File: config.mk
export PLATFORM = sky130hd
export DESIGN_NAME = rta_alarm_stamp
export DESIGN_NICKNAME = d
export VERILOG_FILES = /design/src/core/rta_pkg.sv /design/src/core/rta_match_if.sv /design/src/core/rta_matcher.sv /design/src/core/rta_alarm_stamp.sv
export SDC_FILE = /design/constraint.sdc
export NUM_CORES = 1
export LEC_CHECK = 0
export CAP_MARGIN = 20
export CORE_UTILIZATION = 51
export CTS_CLUSTER_SIZE = 8
export DETAILED_ROUTE_END_ITERATION = 6
export DONT_BUFFER_PORTS = 1
export GPL_ROUTABILITY_DRIVEN = 0
export PLACE_DENSITY = 0.69
export REMOVE_ABC_BUFFERS = 1
export SLEW_MARGIN = 5
export SYNTH_ARGS = -nofsm -noshare
export SYNTH_HDL_FRONTEND = slang
export SYNTH_SLANG_ARGS = --single-unit
File: constraint.sdc
create_clock -name I_CLOCK -period 2.4 [get_ports I_CLOCK]
set_clock_uncertainty 0.15 [all_clocks]
set_input_delay 0.12 -clock I_CLOCK [delete_from_list [all_inputs] [get_ports I_CLOCK]]
set_output_delay 0.12 -clock I_CLOCK [all_outputs]
set_load 0.1 [all_outputs]
File: src/core/rta_pkg.sv
package rta_pkg;
	localparam logic [7:0] ADDR_STATUS      = 8'h07;
	localparam logic [7:0] ADDR_INT         = 8'h08;
	localparam logic [7:0] ADDR_PWR         = 8'h09;
	localparam logic [7:0] ADDR_ALARM0      = 8'h10;
	localparam logic [7:0] ADDR_S2B0        = 8'h16;
	localparam logic [7:0] ADDR_B2S0        = 8'h1b;
	localparam int         NUM_ALARM        = 6;
	localparam int         NUM_CAP          = 5;
	localparam int         STAT_FLAG_BIT    = 0;
	localparam int         STAT_S2B_BIT     = 1;
	localparam int         INT_AUTO_CLR_BIT = 7;
	localparam int         INT_REPEAT_BIT   = 6;
	localparam int         PWR_CLR_BIT      = 0;
	localparam int         EN_BIT           = 7;
	// Index 0 seconds ... 5 weekday; date and month default to 01h
	localparam logic [5:0][7:0] ALARM_RST   = {8'h00, 8'h01, 8'h01, 8'h00, 8'h00, 8'h00};
	localparam int         CLK_MHZ          = 100;
	localparam int         IRQ_PULSE_US     = 250000;
	localparam int         IRQ_PULSE_CYC    = IRQ_PULSE_US * CLK_MHZ;

	typedef enum logic [1:0] {
		RTA_MODE_OFF    = 2'b00,
		RTA_MODE_SINGLE = 2'b01,
		RTA_MODE_REPEAT = 2'b10,
		RTA_MODE_FREQ   = 2'b11
	} rta_mode_t;
endpackage

File: src/core/rta_match_if.sv
`timescale 1ns/10ps
// Alarm settings and current time into the comparator, verdict back
interface rta_match_if;
	logic [5:0][7:0] alarm;
	logic [5:0][7:0] now;
	logic            hit;
	logic            any_en;
	modport matcher (input alarm, input now, output hit, output any_en);
	modport owner   (output alarm, output now, input hit, input any_en);
endinterface

File: src/core/rta_matcher.sv
`timescale 1ns/10ps
module rta_matcher (
	rta_match_if.matcher m
);
	logic [5:0] fld_ok;
	logic [5:0] fld_en;

	// Per field: enable in bit 7, BCD value below it
	for (genvar g = 0; g < rta_pkg::NUM_ALARM; g++) begin : g_fld
		assign fld_en[g] = m.alarm[g][rta_pkg::EN_BIT];
		assign fld_ok[g] = !fld_en[g] || (m.alarm[g][6:0] == m.now[g][6:0]);
	end

	assign m.any_en = |fld_en;
	assign m.hit    = (&fld_ok) && m.any_en;
endmodule // rta_matcher

File: src/core/rta_alarm_stamp.sv
`timescale 1ns/10ps
module rta_alarm_stamp #(
	parameter int unsigned PULSE_CYCLES = rta_pkg::IRQ_PULSE_CYC
) (
	input  wire logic       I_CLOCK,
	input  wire logic       I_RESETN,
	input  wire logic [7:0] I_ADDR,
	input  wire logic [7:0] I_WDATA,
	input  wire logic       I_WR,
	input  wire logic       I_RD,
	output logic      [7:0] O_RDATA,
	input  wire logic       I_TICK,
	input  wire logic [7:0] I_SEC,
	input  wire logic [7:0] I_MIN,
	input  wire logic [7:0] I_HOUR,
	input  wire logic [7:0] I_DATE,
	input  wire logic [7:0] I_MONTH,
	input  wire logic [7:0] I_WDAY,
	input  wire logic       I_ON_BATTERY,
	input  wire logic       I_FREQ_ON,
	input  wire logic       I_FREQ_WAVE,
	output logic            O_IRQ_OR_FREQ_OUT_O,
	output logic            O_IRQ_OR_FREQ_OUT_OE
);
	rta_match_if m ();

	logic [5:0][7:0]    alarm_r;
	logic [4:0][7:0]    s2b_r;
	logic [4:0][7:0]    b2s_r;
	logic               s2b_valid_r;
	logic               auto_clr_r;
	logic               repeat_sel_r;
	logic               flag_r;
	logic               flag_nxt;
	logic               single_done_r;
	logic [31:0]        cnt_r;
	logic               oe_r;
	logic               oe_nxt;
	logic [7:0]         rdata_r;
	logic [7:0]         rdata_nxt;
	logic               bat_d_r;
	rta_pkg::rta_mode_t mode;
	logic               wr_status;
	logic               rd_status;
	logic               wr_alarm;
	logic               wr_int;
	logic               clr_stamp;
	logic               match_ev;
	logic               take_ev;
	logic               to_bat;
	logic               to_sup;
	logic [2:0]         a_idx;
	logic [2:0]         s_idx;
	logic [2:0]         b_idx;

	rta_matcher u_match (
		.m (m.matcher)
	);

	assign m.alarm = alarm_r;
	assign m.now   = {I_WDAY, I_MONTH, I_DATE, I_HOUR, I_MIN, I_SEC};

	// Register strobes and bank indices
	assign wr_status = I_WR && (I_ADDR == rta_pkg::ADDR_STATUS);
	assign rd_status = I_RD && (I_ADDR == rta_pkg::ADDR_STATUS);
	assign wr_int    = I_WR && (I_ADDR == rta_pkg::ADDR_INT);
	assign wr_alarm  = I_WR && (I_ADDR >= rta_pkg::ADDR_ALARM0) && (I_ADDR < rta_pkg::ADDR_S2B0);
	assign clr_stamp = I_WR && (I_ADDR == rta_pkg::ADDR_PWR) && I_WDATA[rta_pkg::PWR_CLR_BIT];
	assign a_idx     = 3'(I_ADDR - rta_pkg::ADDR_ALARM0);
	assign s_idx     = 3'(I_ADDR - rta_pkg::ADDR_S2B0);
	assign b_idx     = 3'(I_ADDR - rta_pkg::ADDR_B2S0);

	// Operating mode; frequency output overrides both alarm modes
	always_comb begin
		if (I_FREQ_ON) begin
			mode = rta_pkg::RTA_MODE_FREQ;
		end else if (m.any_en && repeat_sel_r) begin
			mode = rta_pkg::RTA_MODE_REPEAT;
		end else if (m.any_en) begin
			mode = rta_pkg::RTA_MODE_SINGLE;
		end else begin
			mode = rta_pkg::RTA_MODE_OFF;
		end
	end

	// compare on the tick that brings the new time
	assign match_ev = I_TICK && m.hit;
	// single mode accepts one match until re-armed
	assign take_ev  = match_ev && !((mode == rta_pkg::RTA_MODE_SINGLE) && single_done_r);

	// Alarm bytes; written as is, BCD with enable on top
	always_ff @(posedge I_CLOCK or negedge I_RESETN) begin
		if (!I_RESETN) begin
			alarm_r <= rta_pkg::ALARM_RST;
		end else if (wr_alarm) begin
			alarm_r[a_idx] <= I_WDATA;
		end
	end

	// Interrupt control register
	always_ff @(posedge I_CLOCK or negedge I_RESETN) begin
		if (!I_RESETN) begin
			auto_clr_r   <= 1'b0;
			repeat_sel_r <= 1'b0;
		end else if (wr_int) begin
			auto_clr_r   <= I_WDATA[rta_pkg::INT_AUTO_CLR_BIT];
			repeat_sel_r <= I_WDATA[rta_pkg::INT_REPEAT_BIT];
		end
	end

	// Alarm flag; a match in the clearing cycle still lands
	always_comb begin
		flag_nxt = flag_r;
		if (wr_status && !I_WDATA[rta_pkg::STAT_FLAG_BIT]) begin
			flag_nxt = 1'b0;
		end
		if (rd_status && auto_clr_r) begin
			flag_nxt = 1'b0;
		end
		if (take_ev) begin
			flag_nxt = 1'b1;
		end
	end

	always_ff @(posedge I_CLOCK or negedge I_RESETN) begin
		if (!I_RESETN) begin
			flag_r <= 1'b0;
		end else begin
			flag_r <= flag_nxt;
		end
	end

	// Single-shot lockout, re-armed by reprogramming the alarm or mode
	always_ff @(posedge I_CLOCK or negedge I_RESETN) begin
		if (!I_RESETN) begin
			single_done_r <= 1'b0;
		end else if (take_ev && (mode == rta_pkg::RTA_MODE_SINGLE)) begin
			single_done_r <= 1'b1;
		end else if (wr_alarm || wr_int) begin
			single_done_r <= 1'b0;
		end
	end

	// Pulse width counter; a new match restarts the full width
	always_ff @(posedge I_CLOCK or negedge I_RESETN) begin
		if (!I_RESETN) begin
			cnt_r <= 32'h0000_0000;
		end else if (take_ev && (mode == rta_pkg::RTA_MODE_REPEAT)) begin
			cnt_r <= PULSE_CYCLES;
		end else if (cnt_r != 32'h0000_0000) begin
			cnt_r <= cnt_r - 32'h0000_0001;
		end
	end

	// Pin drive, open drain: enable high pulls the line low
	always_comb begin
		case (mode)
			rta_pkg::RTA_MODE_FREQ:   oe_nxt = !I_FREQ_WAVE;
			rta_pkg::RTA_MODE_SINGLE: oe_nxt = flag_r;
			rta_pkg::RTA_MODE_REPEAT: oe_nxt = (cnt_r != 32'h0000_0000);
			default:                  oe_nxt = 1'b0;
		endcase
	end

	always_ff @(posedge I_CLOCK or negedge I_RESETN) begin
		if (!I_RESETN) begin
			oe_r <= 1'b0;
		end else begin
			oe_r <= oe_nxt;
		end
	end

	assign O_IRQ_OR_FREQ_OUT_O  = 1'b0;
	assign O_IRQ_OR_FREQ_OUT_OE = oe_r;

	// Power source edge detect; input already synchronous
	always_ff @(posedge I_CLOCK or negedge I_RESETN) begin
		if (!I_RESETN) begin
			bat_d_r <= 1'b0;
		end else begin
			bat_d_r <= I_ON_BATTERY;
		end
	end

	assign to_bat = I_ON_BATTERY && !bat_d_r;
	assign to_sup = !I_ON_BATTERY && bat_d_r;

	// Supply-to-battery bank; capture beats a same-cycle clear
	always_ff @(posedge I_CLOCK or negedge I_RESETN) begin
		if (!I_RESETN) begin
			s2b_r       <= '0;
			s2b_valid_r <= 1'b0;
		end else if (to_bat && !s2b_valid_r) begin
			s2b_r       <= m.now[4:0];
			s2b_valid_r <= 1'b1;
		end else if (clr_stamp) begin
			s2b_r       <= '0;
			s2b_valid_r <= 1'b0;
		end
	end

	// Battery-to-supply bank
	always_ff @(posedge I_CLOCK or negedge I_RESETN) begin
		if (!I_RESETN) begin
			b2s_r <= '0;
		end else if (to_sup) begin
			b2s_r <= m.now[4:0];
		end else if (clr_stamp) begin
			b2s_r <= '0;
		end
	end

	// Read mux; unmapped addresses read 00h
	always_comb begin
		rdata_nxt = 8'h00;
		if (I_ADDR == rta_pkg::ADDR_STATUS) begin
			rdata_nxt[rta_pkg::STAT_FLAG_BIT] = flag_r;
			rdata_nxt[rta_pkg::STAT_S2B_BIT]  = s2b_valid_r;
		end else if (I_ADDR == rta_pkg::ADDR_INT) begin
			rdata_nxt[rta_pkg::INT_AUTO_CLR_BIT] = auto_clr_r;
			rdata_nxt[rta_pkg::INT_REPEAT_BIT]   = repeat_sel_r;
		end else if (I_ADDR >= rta_pkg::ADDR_ALARM0 && I_ADDR < rta_pkg::ADDR_S2B0) begin
			rdata_nxt = alarm_r[a_idx];
		end else if (I_ADDR >= rta_pkg::ADDR_S2B0 && I_ADDR < rta_pkg::ADDR_B2S0) begin
			rdata_nxt = s2b_r[s_idx];
		end else if (I_ADDR >= rta_pkg::ADDR_B2S0 && I_ADDR < 8'h20) begin
			rdata_nxt = b2s_r[b_idx];
		end
	end

	// Read data holds until the next read
	always_ff @(posedge I_CLOCK or negedge I_RESETN) begin
		if (!I_RESETN) begin
			rdata_r <= 8'h00;
		end else if (I_RD) begin
			rdata_r <= rdata_nxt;
		end
	end

	assign O_RDATA = rdata_r;
endmodule // rta_alarm_stamp

## After elaboration in Yosys (flattened, before gate mapping)

Index checks and enable logic that the tools add are counted.

- Bits in registers: 175
- Bits in latches: 0
- Bits in writable memories: 0
- Bits in read-only memories: 0
- Input bits: 72
- Memories kept: 0

- $add $sub $neg: 4
- Multiply operators: 0
- Div/mod/pow operators: 0
- $lt $le $gt $ge: 10
- Equal/unequal tests: 12
- Shifts and indexed selects: 0
- Multiplexer cells: 32
- Bitwise logic cells: 0
- Reduce and logical (&&, ||, !) cells: 50

Operators with widths:

| operator | count |
|---|---|
| two-way mux 40 bit | 3 |
| binary-select mux 8 bit (select 3 bit) | 3 |
| two-way mux 32 bit | 2 |
| two-way mux 8 bit | 7 |
| bitwise mux 48 bit | 1 |
| == test 7 bit | 6 |
| nonzero test 32 bit | 1 |
| subtractor 32 x 1 -> 32 bit (second input constant) | 1 |
| demux 8 bit (select 3 bit) | 1 |
| >= comparator 8 x 5 -> 1 bit (second input constant) | 3 |
| logical AND 1 bit | 23 |
| == test 8 x 4 -> 1 bit (second input constant) | 2 |
| less-than comparator 8 x 5 -> 1 bit (second input constant) | 2 |
| logical NOT 1 bit | 12 |
| less-than comparator 3 x 4 -> 1 bit (second input constant) | 3 |
| two-way mux 6 bit | 2 |
| == test 8 x 3 -> 1 bit (second input constant) | 1 |
| less-than comparator 8 x 6 -> 1 bit (second input constant) | 1 |
| two-way mux 1 bit | 8 |
| two-way mux 2 bit | 4 |
| nonzero test 2 bit | 4 |
| logical OR 1 bit | 7 |
| AND reduction 6 bit | 1 |
| OR reduction 6 bit | 1 |
| 8 further kinds | 9 |

## Longest topological paths before layout

Gate-level depths: netlist (run 1).

- Depth in word-level cells: 10
- Gate-level depth with buffers: 10
- Gate-level depth less buffers: 8

## Hierarchy

Synthesis (run 1) repeated with hierarchy kept, for this count alone.

- Cell total of the unflattened synthesis: 920
- Area total of the unflattened synthesis: 9,186.3 µm²

By module, submodules not included:

| module | instances | cells an instance | area each (µm²) | seq. area each (µm²) |
|---|---|---|---|---|
| rta_alarm_stamp | 1 | 860 | 8,654.6 | 4,381.7 |
| rta_matcher | 1 | 60 | 531.8 | 0.0 |

## Least setup slack after synthesis (run 1)

OpenSTA, ideal clock, no wires.

- Kind: input to register
- From: input I_ADDR[2]
- To: register rdata_r[6], in the netlist O_RDATA[6]
- Library setup time: 0.086 ns
- Arrival: 2.324 ns
- Required time: 2.164 ns
- Slack: -0.160 ns
- Cell stages on the path: 10
- Cell sequence: clkbuf_1 > clkbuf_1 > inv_1 > ha_1 > clkinv_1 > nor3_1 > a221oi_1 > a311oi_1 > a211oi_1 > nor3_1

- Cells in the longest elaborated chain, start to end: 8
- Elaborated cells between the ends (all ways): 25

RTL lines:

| item | line | text |
|---|---|---|
| start: declaration | rta_alarm_stamp.sv:7 | `input wire logic [7:0] I_ADDR,` |
| subtractor 3 x 2 -> 3 bit | rta_alarm_stamp.sv:71 | `assign b_idx = 3'(I_ADDR - rta_pkg::ADDR_B2S0);` |
| binary-select mux 8 bit (select 3 bit) | rta_alarm_stamp.sv:227 | `rdata_nxt = b2s_r[b_idx];` |
| two-way mux 8 bit (implied by the code) | rta_alarm_stamp.sv:227 |  |
| two-way mux 8 bit | rta_alarm_stamp.sv:226 | `end else if (I_ADDR >= rta_pkg::ADDR_B2S0 && I_ADDR < 8'h20) begin` |
| two-way mux 8 bit | rta_alarm_stamp.sv:224 | `end else if (I_ADDR >= rta_pkg::ADDR_S2B0 && I_ADDR < rta_pkg::ADDR_B2S0) begin` |
| two-way mux 8 bit | rta_alarm_stamp.sv:222 | `end else if (I_ADDR >= rta_pkg::ADDR_ALARM0 && I_ADDR < rta_pkg::ADDR_S2B0) begin` |
| two-way mux 2 bit | rta_alarm_stamp.sv:219 | `end else if (I_ADDR == rta_pkg::ADDR_INT) begin` |
| two-way mux 6 bit * | rta_alarm_stamp.sv:216 | `if (I_ADDR == rta_pkg::ADDR_STATUS) begin` |
| end signal: assignment | rta_alarm_stamp.sv:236 | `rdata_r <= rdata_nxt;` |
| end: declaration | rta_alarm_stamp.sv:39 | `logic [7:0] rdata_r;` |

Every way passes the cells marked *; elsewhere a longest branch is shown, timed or not. The select of a mux whose other input is x is not followed.
A chain may end at the register's enable or synchronous reset.

## Worst setup path after layout (run 1)

- From: register cnt_r[17]
- To: register cnt_r[28]

- Cells in the longest elaborated chain, start to end: 3
- Elaborated cells between the ends (all ways): 5

RTL lines:

| item | line | text |
|---|---|---|
| start: declaration | rta_alarm_stamp.sv:36 | `logic [31:0] cnt_r;` |
| start signal: assignment | rta_alarm_stamp.sv:151 | `cnt_r <= cnt_r - 32'h0000_0001;` |
| subtractor 32 x 1 -> 32 bit | rta_alarm_stamp.sv:151 |  |
| two-way mux 32 bit | rta_alarm_stamp.sv:150 | `end else if (cnt_r != 32'h0000_0000) begin` |
| two-way mux 32 bit | rta_alarm_stamp.sv:148 | `end else if (take_ev && (mode == rta_pkg::RTA_MODE_REPEAT)) begin` |

Parallel ways exist; a longest one is shown, timed or not. The select of a mux whose other input is x is not followed.

==> flow_summary_export.csv, run 1 <==
group,metric,value,unit
die,coreArea,0.0172,mm2
cells_and_area,areaGrowthSynthToFinish,20.2,%
cells_and_area,utilization,0.625,
outcome,failed_checks,"design-rule violations, negative hold slack, negative setup slack",
setup_path,path_max_fanout,3,
global_route,globalRouteTotalUtil,0.284,
yosys,synthCells,887,
timing,max_slew_margin,0.416,
die,dieWidth,135,um
yosys,synthDominantCellAreaShare,0.483,
cells_and_area,final_cell_mix,"nand2_1, dfrtp_1, o21ai_0",
cts,cts.sinks,175,
timing,fin_crit_sh,1.03,
timing,rsz0062_at_grt,"yes",
global_route,antenna_found_initial,0,
die,dieArea,0.0181,mm2
cells_and_area,drive_above_1_share,0.174,
setup_path,r2r_cells,6,
power_and_ir_drop,power.density,642,mW/mm2
cts,cts_buffer_depth,2,
routing,dr.pass1.iters,7,
cts,cts.clk_slew.worst_paths,70,ps
setup_path,crit_arrival,2660,ps
routing,postRouteAntennaNets,0,
yosys,ys_ff_latch,175,
routing,wl_met3,2.22,mm
timing,hold_viol,175,
yosys,synthFlopType,"dfrtp_1",
die,pin_count,82,
cts,cts-root-buf,"clkbuf_16",
timing,finalCriticalPeriod,2470,ps
setup_path,r2r-end,"cnt_r[28]$_DFFE_PN0P_",
timing,fin_ws,-70.0,ps
min_path,hp-class,"in -> async",
setup_path,start_kind,"flip-flop",
routing,first_iter_violations,691,
timing,slew_viol_final,0,
timing,tightest_slew,877,ps
yosys,synth_edf_count,0,
setup_path,crit_start,"cnt_r[17]$_DFFE_PN0P_",
cts,clk_latency,450,ps
cts,cts_buffers,17,
setup_path,worstPathRequired,2590,ps
setup_path,r2r-start,"cnt_r[17]$_DFFE_PN0P_",
power_and_ir_drop,p_leak,4.58,nW
setup_path,worstSetupEndpointType,"flip-flop",
setup_path,crit_type,"reg -> reg",
routing,num_vias,7230,
yosys,synthArstFlopShare,1.00,
place,dp_slack,-35.8,ps
timing,setup_viol_count_final,2,
cells_and_area,nets,1047,
power_and_ir_drop,peakVddDrop,546,uV
routing,drt-met1-wl,10.8,mm
setup_path,rrSetupSlack,-70,ps
routing,avgRoutedWirePerCell,20.7,um
global_route,grt_pass1_wl,38.3,mm
place,place_hpwl,15.6,mm
die,fp-row-count,48,
yosys,synth_top_area_cell,"dfrtp_1",
global_route,grt_pass1_vias,6871,
cts,cts_hold_buf,61,
yosys,syn_area,0.00896,mm2
cells_and_area,layout_commonest_cell,"nand2_1",
outcome,status,"finished, violations left",
global_route,grt_max_degree,176,
setup_path,cp-endpoint,"cnt_r[28]$_DFFE_PN0P_",
timing,whs,-781,ps
yosys,ys_types,58,
routing,drc_errors,2,
die,start_util,0.520,
yosys,synthTopCellsByArea,"dfrtp_1, nand2_1, mux2_2",
routing,maxUsedRoutingLayer,"met4",
yosys,yosysWarnings,0,
routing,wl_met2,11.5,mm
cts,htree_levels,4,
place,io_buffers,0,
routing,vias_per_cell,6.00,
cts,cts_tree,"built",
yosys,ys_seq_area_frac,0.489,
yosys,avgSynthCellArea,10.1,um2
die,chipHeight,135,um
timing,max_freq,405,MHz
global_route,grt-ovfl-total,0,
routing,routed_wl,25.0,mm
job,cap_violations,0,
power breakdown:
group          total [mW]  switching, mW  internal [mW]
registers            3.35          0.182           3.16
logic               0.870          0.453          0.417
clock network        2.70           1.33           1.38
total                6.92           1.96           4.96
synthesized netlist by cell type, drive strengths merged (9+ instances only):
| cell | instances |
|---|---|
| o21ai | 97 |
| nand2 | 203 |
| nand3 | 10 |
| mux4 | 18 |
| inv | 9 |
| nand2b | 12 |
| clkbuf | 36 |
| mux2 | 50 |
| xnor2 | 50 |
| nor4 | 14 |
| dfrtp | 173 |
| nor2 | 39 |
| nand4 | 9 |
| nor3 | 27 |
| xor2 | 21 |
| mux2i | 14 |
state kept, by name, indices dropped and copies added (netlist names), 8 cells and up:
name	cells
cnt_r	32
s2b_r	40
b2s_r	40
O_RDATA	8
alarm_r	48
worst min-delay path by stage:
stage	to	from	slack (ps)	cells after the start
6_report	s2b_r[16]$_DFFE_PN0P_	I_RESETN	-780	0
5_1_grt	s2b_r[16]$_DFFE_PN0P_	I_RESETN	-800	0
4_1_cts	s2b_r[16]$_DFFE_PN0P_	I_RESETN	-790	0
3_5_place_dp	s2b_r[16]$_DFFE_PN0P_	I_RESETN	-320	0
3_3_place_gp	s2b_r[16]$_DFFE_PN0P_	I_RESETN	-320	0
2_1_floorplan	O_IRQ_OR_FREQ_OUT_OE$_DFF_PN0_	I_RESETN	-330	0
metal layers:
layer  vias up  GRT usage
li1       3284          -
met1      3582      0.399
met2       322      0.420
met3        42     0.0927
met4         0     0.0855
met5         -          0
per-stage QoR:
stage / power (mW) / TNS, ps / instance area [um2] / hold WS (ps) / std cells
6_report: 6.92 / -82.5 / 10800 / -781 / 1206
2_1_floorplan: 3.87 / -315340 / 8780 / -326 / 843
3_5_place_dp: 4.10 / -35.8 / 9420 / -322 / 1108
3_3_place_gp: 4.08 / -1.76 / 9420 / -321 / 1108
4_1_cts: 6.92 / -47.9 / 10600 / -794 / 1201
5_1_grt: 7.18 / -512 / 10800 / -802 / 1205
final cells by class:
class | count | area (um2)
diodes | 1 | 2.50
clock buffers | 17 | 425
clock inverters | 15 | 144
fillers | 1380 | 6460
inverters | 11 | 45.0
multi-input cells | 657 | 4470
flip-flops and latches | 175 | 4380
well taps | 225 | 282
repair buffers | 105 | 1030
worst max-delay path: stages (launching register included):
cell	delay [ps]
dfrtp_1	380
or4_4	550
or4_4	440
or4_4	470
nor4_4	200
xnor2_2	140
nor2_2	40
logic make-up after synthesis:
| family | count (synthesis) | synth area share |
|---|---|---|
| flip-flops | 175 | 0.489 |
| adder cells (fa/ha/maj) | 8 | 0.0112 |
| other | 1 | 0.000418 |
| AO/OA/AOI/OAI | 152 | 0.104 |
| XOR/XNOR | 71 | 0.0694 |
| AND/OR/NAND/NOR | 343 | 0.178 |
| multiplexers | 82 | 0.124 |
| buffers and inverters | 55 | 0.0247 |
what timing repair did:
item,4_1_cts,5_1_grt
pin swaps,1,5
setup endpoints to repair,2,37
gates cloned,0,2
gates resized for setup,0,20
setup buffers,0,2
endpoints found under the hold margin,318,175
Power figures use the tool's default switching activity.
==> run 2, diff against run 1 <==
- clock period: 2.4 -> 2.1 ns (I/O delays scaled with it)
==> flow_summary_export.csv, run 2 (synthesis results as in run 1) <==
group,metric,value,unit
setup_path,start_kind,"flip-flop",
place,dp_slack,-326,ps
power_and_ir_drop,p_leak,5.09,nW
die,start_util,0.520,
power_and_ir_drop,p_comb_frac,0.146,
timing,slew_viol_final,0,
outcome,failed_checks,"negative hold slack, negative setup slack",
cells_and_area,nets,1121,
cells_and_area,fin_area,0.0116,mm2
setup_path,worstPathCellList,"or4_4, or4_4, buf_6, or3_4, nor3_4, xnor2_1, nor2_1",
routing,routed_wl,27.8,mm
routing,first_iter_violations,810,
place,place_hpwl,16.5,mm
timing,fin_ws,-345,ps
cts,cts_tree,"built",
timing,tightest_slew,752,ps
routing,drc_errors,0,
routing,postRouteAntennaNets,0,
cts,htree_levels,4,
cells_and_area,drive_above_1_share,0.248,
timing,finalCriticalPeriod,2440,ps
cells_and_area,utilization,0.675,
timing,max_freq,409,MHz
cells_and_area,layout_commonest_cell,"nand2_1",
routing,dr.pass1.iters,6,
timing,max_slew_margin,0.495,
cells_and_area,multi_input_area,0.00463,mm2
setup_path,worstSetupEndpointType,"flip-flop",
place,io_buffers,0,
routing,avgRoutedWirePerCell,21.7,um
die,fp-row-count,48,
power_and_ir_drop,peakVddDrop,625,uV
cells_and_area,largest_reg_flops,48,
cts,clk_latency,450,ps
timing,whs,-803,ps
min_path,hp-class,"in -> async",
global_route,grt_pass1_vias,7645,
cts,cts-root-buf,"clkbuf_16",
power_and_ir_drop,internal_power,5.94,mW
routing,vias_per_cell,6.01,
cells_and_area,seqCellArea,0.00438,mm2
cts,cts.clk_slew.worst_paths,80,ps
place,dpl_cell_area,0.00987,mm2
setup_path,cpPeakStageDelay,530,ps
cells_and_area,top_register,"alarm_r",
setup_path,crit_family,"simple AND/OR/NAND/NOR gates",
job,cap_violations,0,
cts,cts_buffer_depth,2,
setup_path,path_max_fanout,3,
cts,cts.sinks,175,
die,dieArea,0.0181,mm2
global_route,grt_pass1_wl,41.6,mm
global_route,grt-ovfl-total,0,
timing,hold_viol,175,
timing,setup_viol_count_final,35,
setup_path,crit_arrival,2630,ps
power_and_ir_drop,pwr-share-clk,0.397,
cells_and_area,fillCellCount,1272,
timing,fin_crit_sh,1.16,
power_and_ir_drop,power_switching,2.38,mW
setup_path,path_buf_inv,1,
cells_and_area,final_cell_mix,"nand2_1, dfrtp_1, o21ai_0",
global_route,globalRouteTotalUtil,0.305,
die,chipHeight,135,um
power_and_ir_drop,power.density,715,mW/mm2
setup_path,worst_path_most_repeated_cell,"or4_4",
setup_path,crit_type,"reg -> reg",
power_and_ir_drop,switching_share,0.286,
die,dieWidth,135,um
die,pin_count,82,
setup_path,worstPathRequired,2280,ps
cells_and_area,reg_top3,"alarm_r x48, b2s_r x40, s2b_r x40",
global_route,grt_max_degree,176,
cells_and_area,areaGrowthSynthToFinish,29.9,%
timing,rsz0062_at_grt,"yes",
cts,cts_buffers,17,
setup_path,critPathSlowestCell,"or4_4",
die,coreArea,0.0172,mm2
power_and_ir_drop,p_seq_frac,0.456,
outcome,status,"finished, violations left",
global_route,antenna_found_initial,1,
timing,finalSetupTns,-7710,ps
routing,num_vias,7697,
run 2: cell count changes in the layout (fill, tap and decap cells not counted), moves of 3 or more:
| cell | delta |
|---|---|
| nand2_2 | +3 |
| buf_4 | +53 |
| clkinvlp_4 | -4 |
| nand2_1 | -3 |
| xnor2_2 | +4 |
| xnor2_1 | -4 |
| nor2_2 | +4 |
| dlygate4sd3_1 | +9 |
| nor2_1 | -4 |
| nor4_1 | -3 |
| buf_6 | +7 |
run 2: worst register-to-register path: stages (launching register included):
cell and delay, ps:
dfrtp_1 380, or4_4 530, or4_4 430, buf_6 140, or3_4 340, nor3_4 190, xnor2_1 130, nor2_1 50
run 2: final cells by class:
type	count	share of cell area
repair buffers	179	0.145
flip-flops and latches	175	0.377
well taps	225	0.0242
clock buffers	17	0.0366
inverters	11	0.00355
multi-input cells	657	0.398
diodes	1	0.000215
clock inverters	15	0.0160
run 2: power groups by stage:
stage	clock [mW]	combinational, mW	sequential, mW
6_report	3.31	1.22	3.80
3_5_place_dp	0	0.945	3.84
3_3_place_gp	0	0.923	3.83
4_1_cts	3.33	1.15	3.79
5_1_grt	3.47	1.30	3.82
2_1_floorplan	0	0.547	3.88
run 2: worst paths after layout:
kind / startpoint / to / slack, ps / depth (start not counted)
max: cnt_r[17]$_DFFE_PN0P_ / cnt_r[26]$_DFFE_PN0P_ / -340 / 7
min: I_RESETN / s2b_r[16]$_DFFE_PN0P_ / -800 / 0
max reg2reg: cnt_r[17]$_DFFE_PN0P_ / cnt_r[26]$_DFFE_PN0P_ / -340 / 7
min reg2reg: cnt_r[16]$_DFFE_PN0P_ / cnt_r[16]$_DFFE_PN0P_ / 360 / 1
max in group asynchronous: I_RESETN / cnt_r[16]$_DFFE_PN0P_ / 2390 / 0
min in group I_CLOCK: I_ON_BATTERY / b2s_r[8]$_DFFE_PN0P_ / 10 / 4
run 2: routing by layer:
layer	vias up	part of all wire	global-route usage	routed length [um]
li1	3436	-	-	-
met1	3803	0.42	0.409	11700
met2	397	0.46	0.473	12900
met3	61	0.086	0.0807	2390
met4	0	0.030	0.125	838
met5	-	0	0	0
run 2: what timing repair did:
action | in CTS | in global routing
setup endpoints to repair | 35 | 54
pin swaps | 16 | 18
buffers inserted | 3 | 3
resized for setup | 26 | 33
hold endpoints to repair | 318 | 176
cloned | 1 | 5
hold buffers | 70 | 1
run 2: stage by stage:
stage	power, mW	instances
finish	8.32	1280
global route	8.59	1280
CTS	8.27	1270
detailed placement	4.78	1164
global placement	4.75	1164
floorplan	4.42	843
==> run 3, diff against run 2 <==
- SKIP_LAST_GASP: not set -> 1
==> flow_summary_export.csv, run 3 (synthesis results as in run 1) <==
group,metric,value,unit
cells_and_area,nets,1121,
cells_and_area,final_cell_mix,"nand2_1, dfrtp_1, o21ai_0",
global_route,grt-ovfl-total,0,
cells_and_area,seqCellArea,0.00438,mm2
timing,max_slew_margin,0.491,
timing,setup_viol_count_final,35,
global_route,grt_max_degree,176,
die,dieArea,0.0181,mm2
die,start_util,0.520,
cells_and_area,stdcell_count,1280,
setup_path,worstSetupEndpointType,"flip-flop",
cells_and_area,multi_input_area,0.00462,mm2
timing,hold_viol,175,
die,dieWidth,135,um
die,coreArea,0.0172,mm2
routing,routed_wl,27.7,mm
timing,fin_crit_sh,1.16,
routing,avgRoutedWirePerCell,21.6,um
routing,postRouteAntennaNets,0,
routing,dr.pass1.iters,7,
power_and_ir_drop,switching_share,0.287,
power_and_ir_drop,internal_power,5.94,mW
global_route,grt_pass1_vias,7643,
setup_path,crit_type,"reg -> reg",
setup_path,cpPeakStageDelay,530,ps
cts,cts_tree,"built",
power_and_ir_drop,p_total,8.33,mW
cells_and_area,top_register,"alarm_r",
global_route,met3_usage,0.0807,
timing,whs,-807,ps
setup_path,crit_arrival,2630,ps
global_route,grtUsageMet1,0.409,
timing,max_freq,409,MHz
power_and_ir_drop,pwr-share-clk,0.398,
cts,cts_buffer_depth,2,
power_and_ir_drop,p_leak,5.08,nW
die,fp-row-count,48,
timing,tightest_slew,757,ps
setup_path,worstPathCellList,"or4_4, or4_4, buf_6, or3_4, nor3_4, xnor2_1, nor2_1",
setup_path,path_max_fanout,3,
cells_and_area,areaGrowthSynthToFinish,29.7,%
cts,cts.clk_slew.worst_paths,80,ps
outcome,failed_checks,"negative hold slack, negative setup slack",
setup_path,worst_path_most_repeated_cell,"or4_4",
setup_path,worstPathRequired,2290,ps
power_and_ir_drop,p_seq_frac,0.456,
cells_and_area,drive_above_1_share,0.245,
global_route,antenna_found_initial,1,
power_and_ir_drop,peakVddDrop,636,uV
power_and_ir_drop,p_comb_frac,0.146,
routing,drc_errors,0,
routing,first_iter_violations,839,
cts,clk_latency,450,ps
cts,htree_levels,4,
place,place_hpwl,16.5,mm
place,io_buffers,0,
timing,finalCriticalPeriod,2450,ps
routing,vias_per_cell,5.99,
min_path,hp-class,"in -> async",
place,dp.cells,1164,
cells_and_area,largest_reg_flops,48,
timing,slew_viol_final,0,
setup_path,start_kind,"flip-flop",
global_route,grt.busiest_layer,"met2",
cts,cts-root-buf,"clkbuf_16",
global_route,globalRouteTotalUtil,0.305,
die,pin_count,82,
cells_and_area,reg_top3,"alarm_r x48, b2s_r x40, s2b_r x40",
outcome,status,"finished, violations left",
cts,cts.sinks,175,
power_and_ir_drop,power.density,716,mW/mm2
cells_and_area,layout_commonest_cell,"nand2_1",
job,cap_violations,0,
timing,rsz0062_at_grt,"yes",
cells_and_area,fillCellCount,1277,
cts,cts_buffers,17,
die,chipHeight,135,um
routing,num_vias,7672,
global_route,use_met2,0.473,
power_and_ir_drop,power_switching,2.39,mW
setup_path,critPathSlowestCell,"or4_4",
global_route,grt_pass1_wl,41.6,mm
timing,fin_ws,-346,ps
-- run 3: power groups by stage --
stage | sequential (mW) | combinational (mW) | clock, mW
after global placement | 3.83 | 0.923 | 0
after global routing | 3.82 | 1.30 | 3.47
after detailed placement | 3.84 | 0.945 | 0
final | 3.80 | 1.21 | 3.32
after CTS | 3.79 | 1.15 | 3.33
after floorplan | 3.88 | 0.547 | 0
-- run 3: worst max-delay path, delay by kind of cell (launching register included) --
kind | cells | cell delay (ps)
and+or+nand+nor | 5 | 1540
DFF | 1 | 380
buffers and inverters | 1 | 140
xor gates and xnor gates | 1 | 130
-- run 3: routing by layer --
metal,up-vias,part of all wire,wire [um]
met3,59,0.089,2470
li1,3436,-,-
met1,3791,0.42,11500
met5,-,0,0
met4,0,0.028,779
met2,386,0.47,12900
-- run 3: worst paths after layout --
| check | from | cells past startpoint | slack [ps] | endpoint |
|---|---|---|---|---|
| min in group I_CLOCK | I_ON_BATTERY | 4 | 10 | b2s_r[8]$_DFFE_PN0P_ |
| worst min register to register | cnt_r[16]$_DFFE_PN0P_ | 1 | 360 | cnt_r[16]$_DFFE_PN0P_ |
| worst max register to register | cnt_r[17]$_DFFE_PN0P_ | 7 | -350 | cnt_r[26]$_DFFE_PN0P_ |
| max in group asynchronous | I_RESETN | 0 | 2400 | alarm_r[32]$_DFFE_PN1P_ |
| worst max-delay path | cnt_r[17]$_DFFE_PN0P_ | 7 | -350 | cnt_r[26]$_DFFE_PN0P_ |
| worst min-delay path | I_RESETN | 0 | -810 | s2b_r[16]$_DFFE_PN0P_ |
-- run 3: what timing repair did --
item,in CTS,in global routing
hold buffers,70,1
gates cloned,1,5
buffers inserted,3,3
pin swaps,16,18
resized for setup,26,30
endpoints found under the hold margin,318,176
endpoints found under the setup margin,35,54
-- run 3: metrics by stage --
step	setup slack (ps)	instance area, um2	utilization	TNS, ps
global placement	-314	9870	0.572	-7920
floorplan	-3690	8780	-	-348040
global route	-420	11600	0.674	-10790
finish	-346	11600	0.674	-7620
CTS	-310	11400	0.659	-7460
detailed placement	-326	9870	0.572	-8850
-- run 3: final cells by class --
class | instances | share of cell area
multi-input cells | 657 | 0.397
flip-flops and latches | 175 | 0.377
repair buffers | 179 | 0.145
well taps | 225 | 0.0242
clock buffers | 17 | 0.0366
clock inverters | 15 | 0.0160
inverters | 11 | 0.00355
diodes | 1 | 0.000215
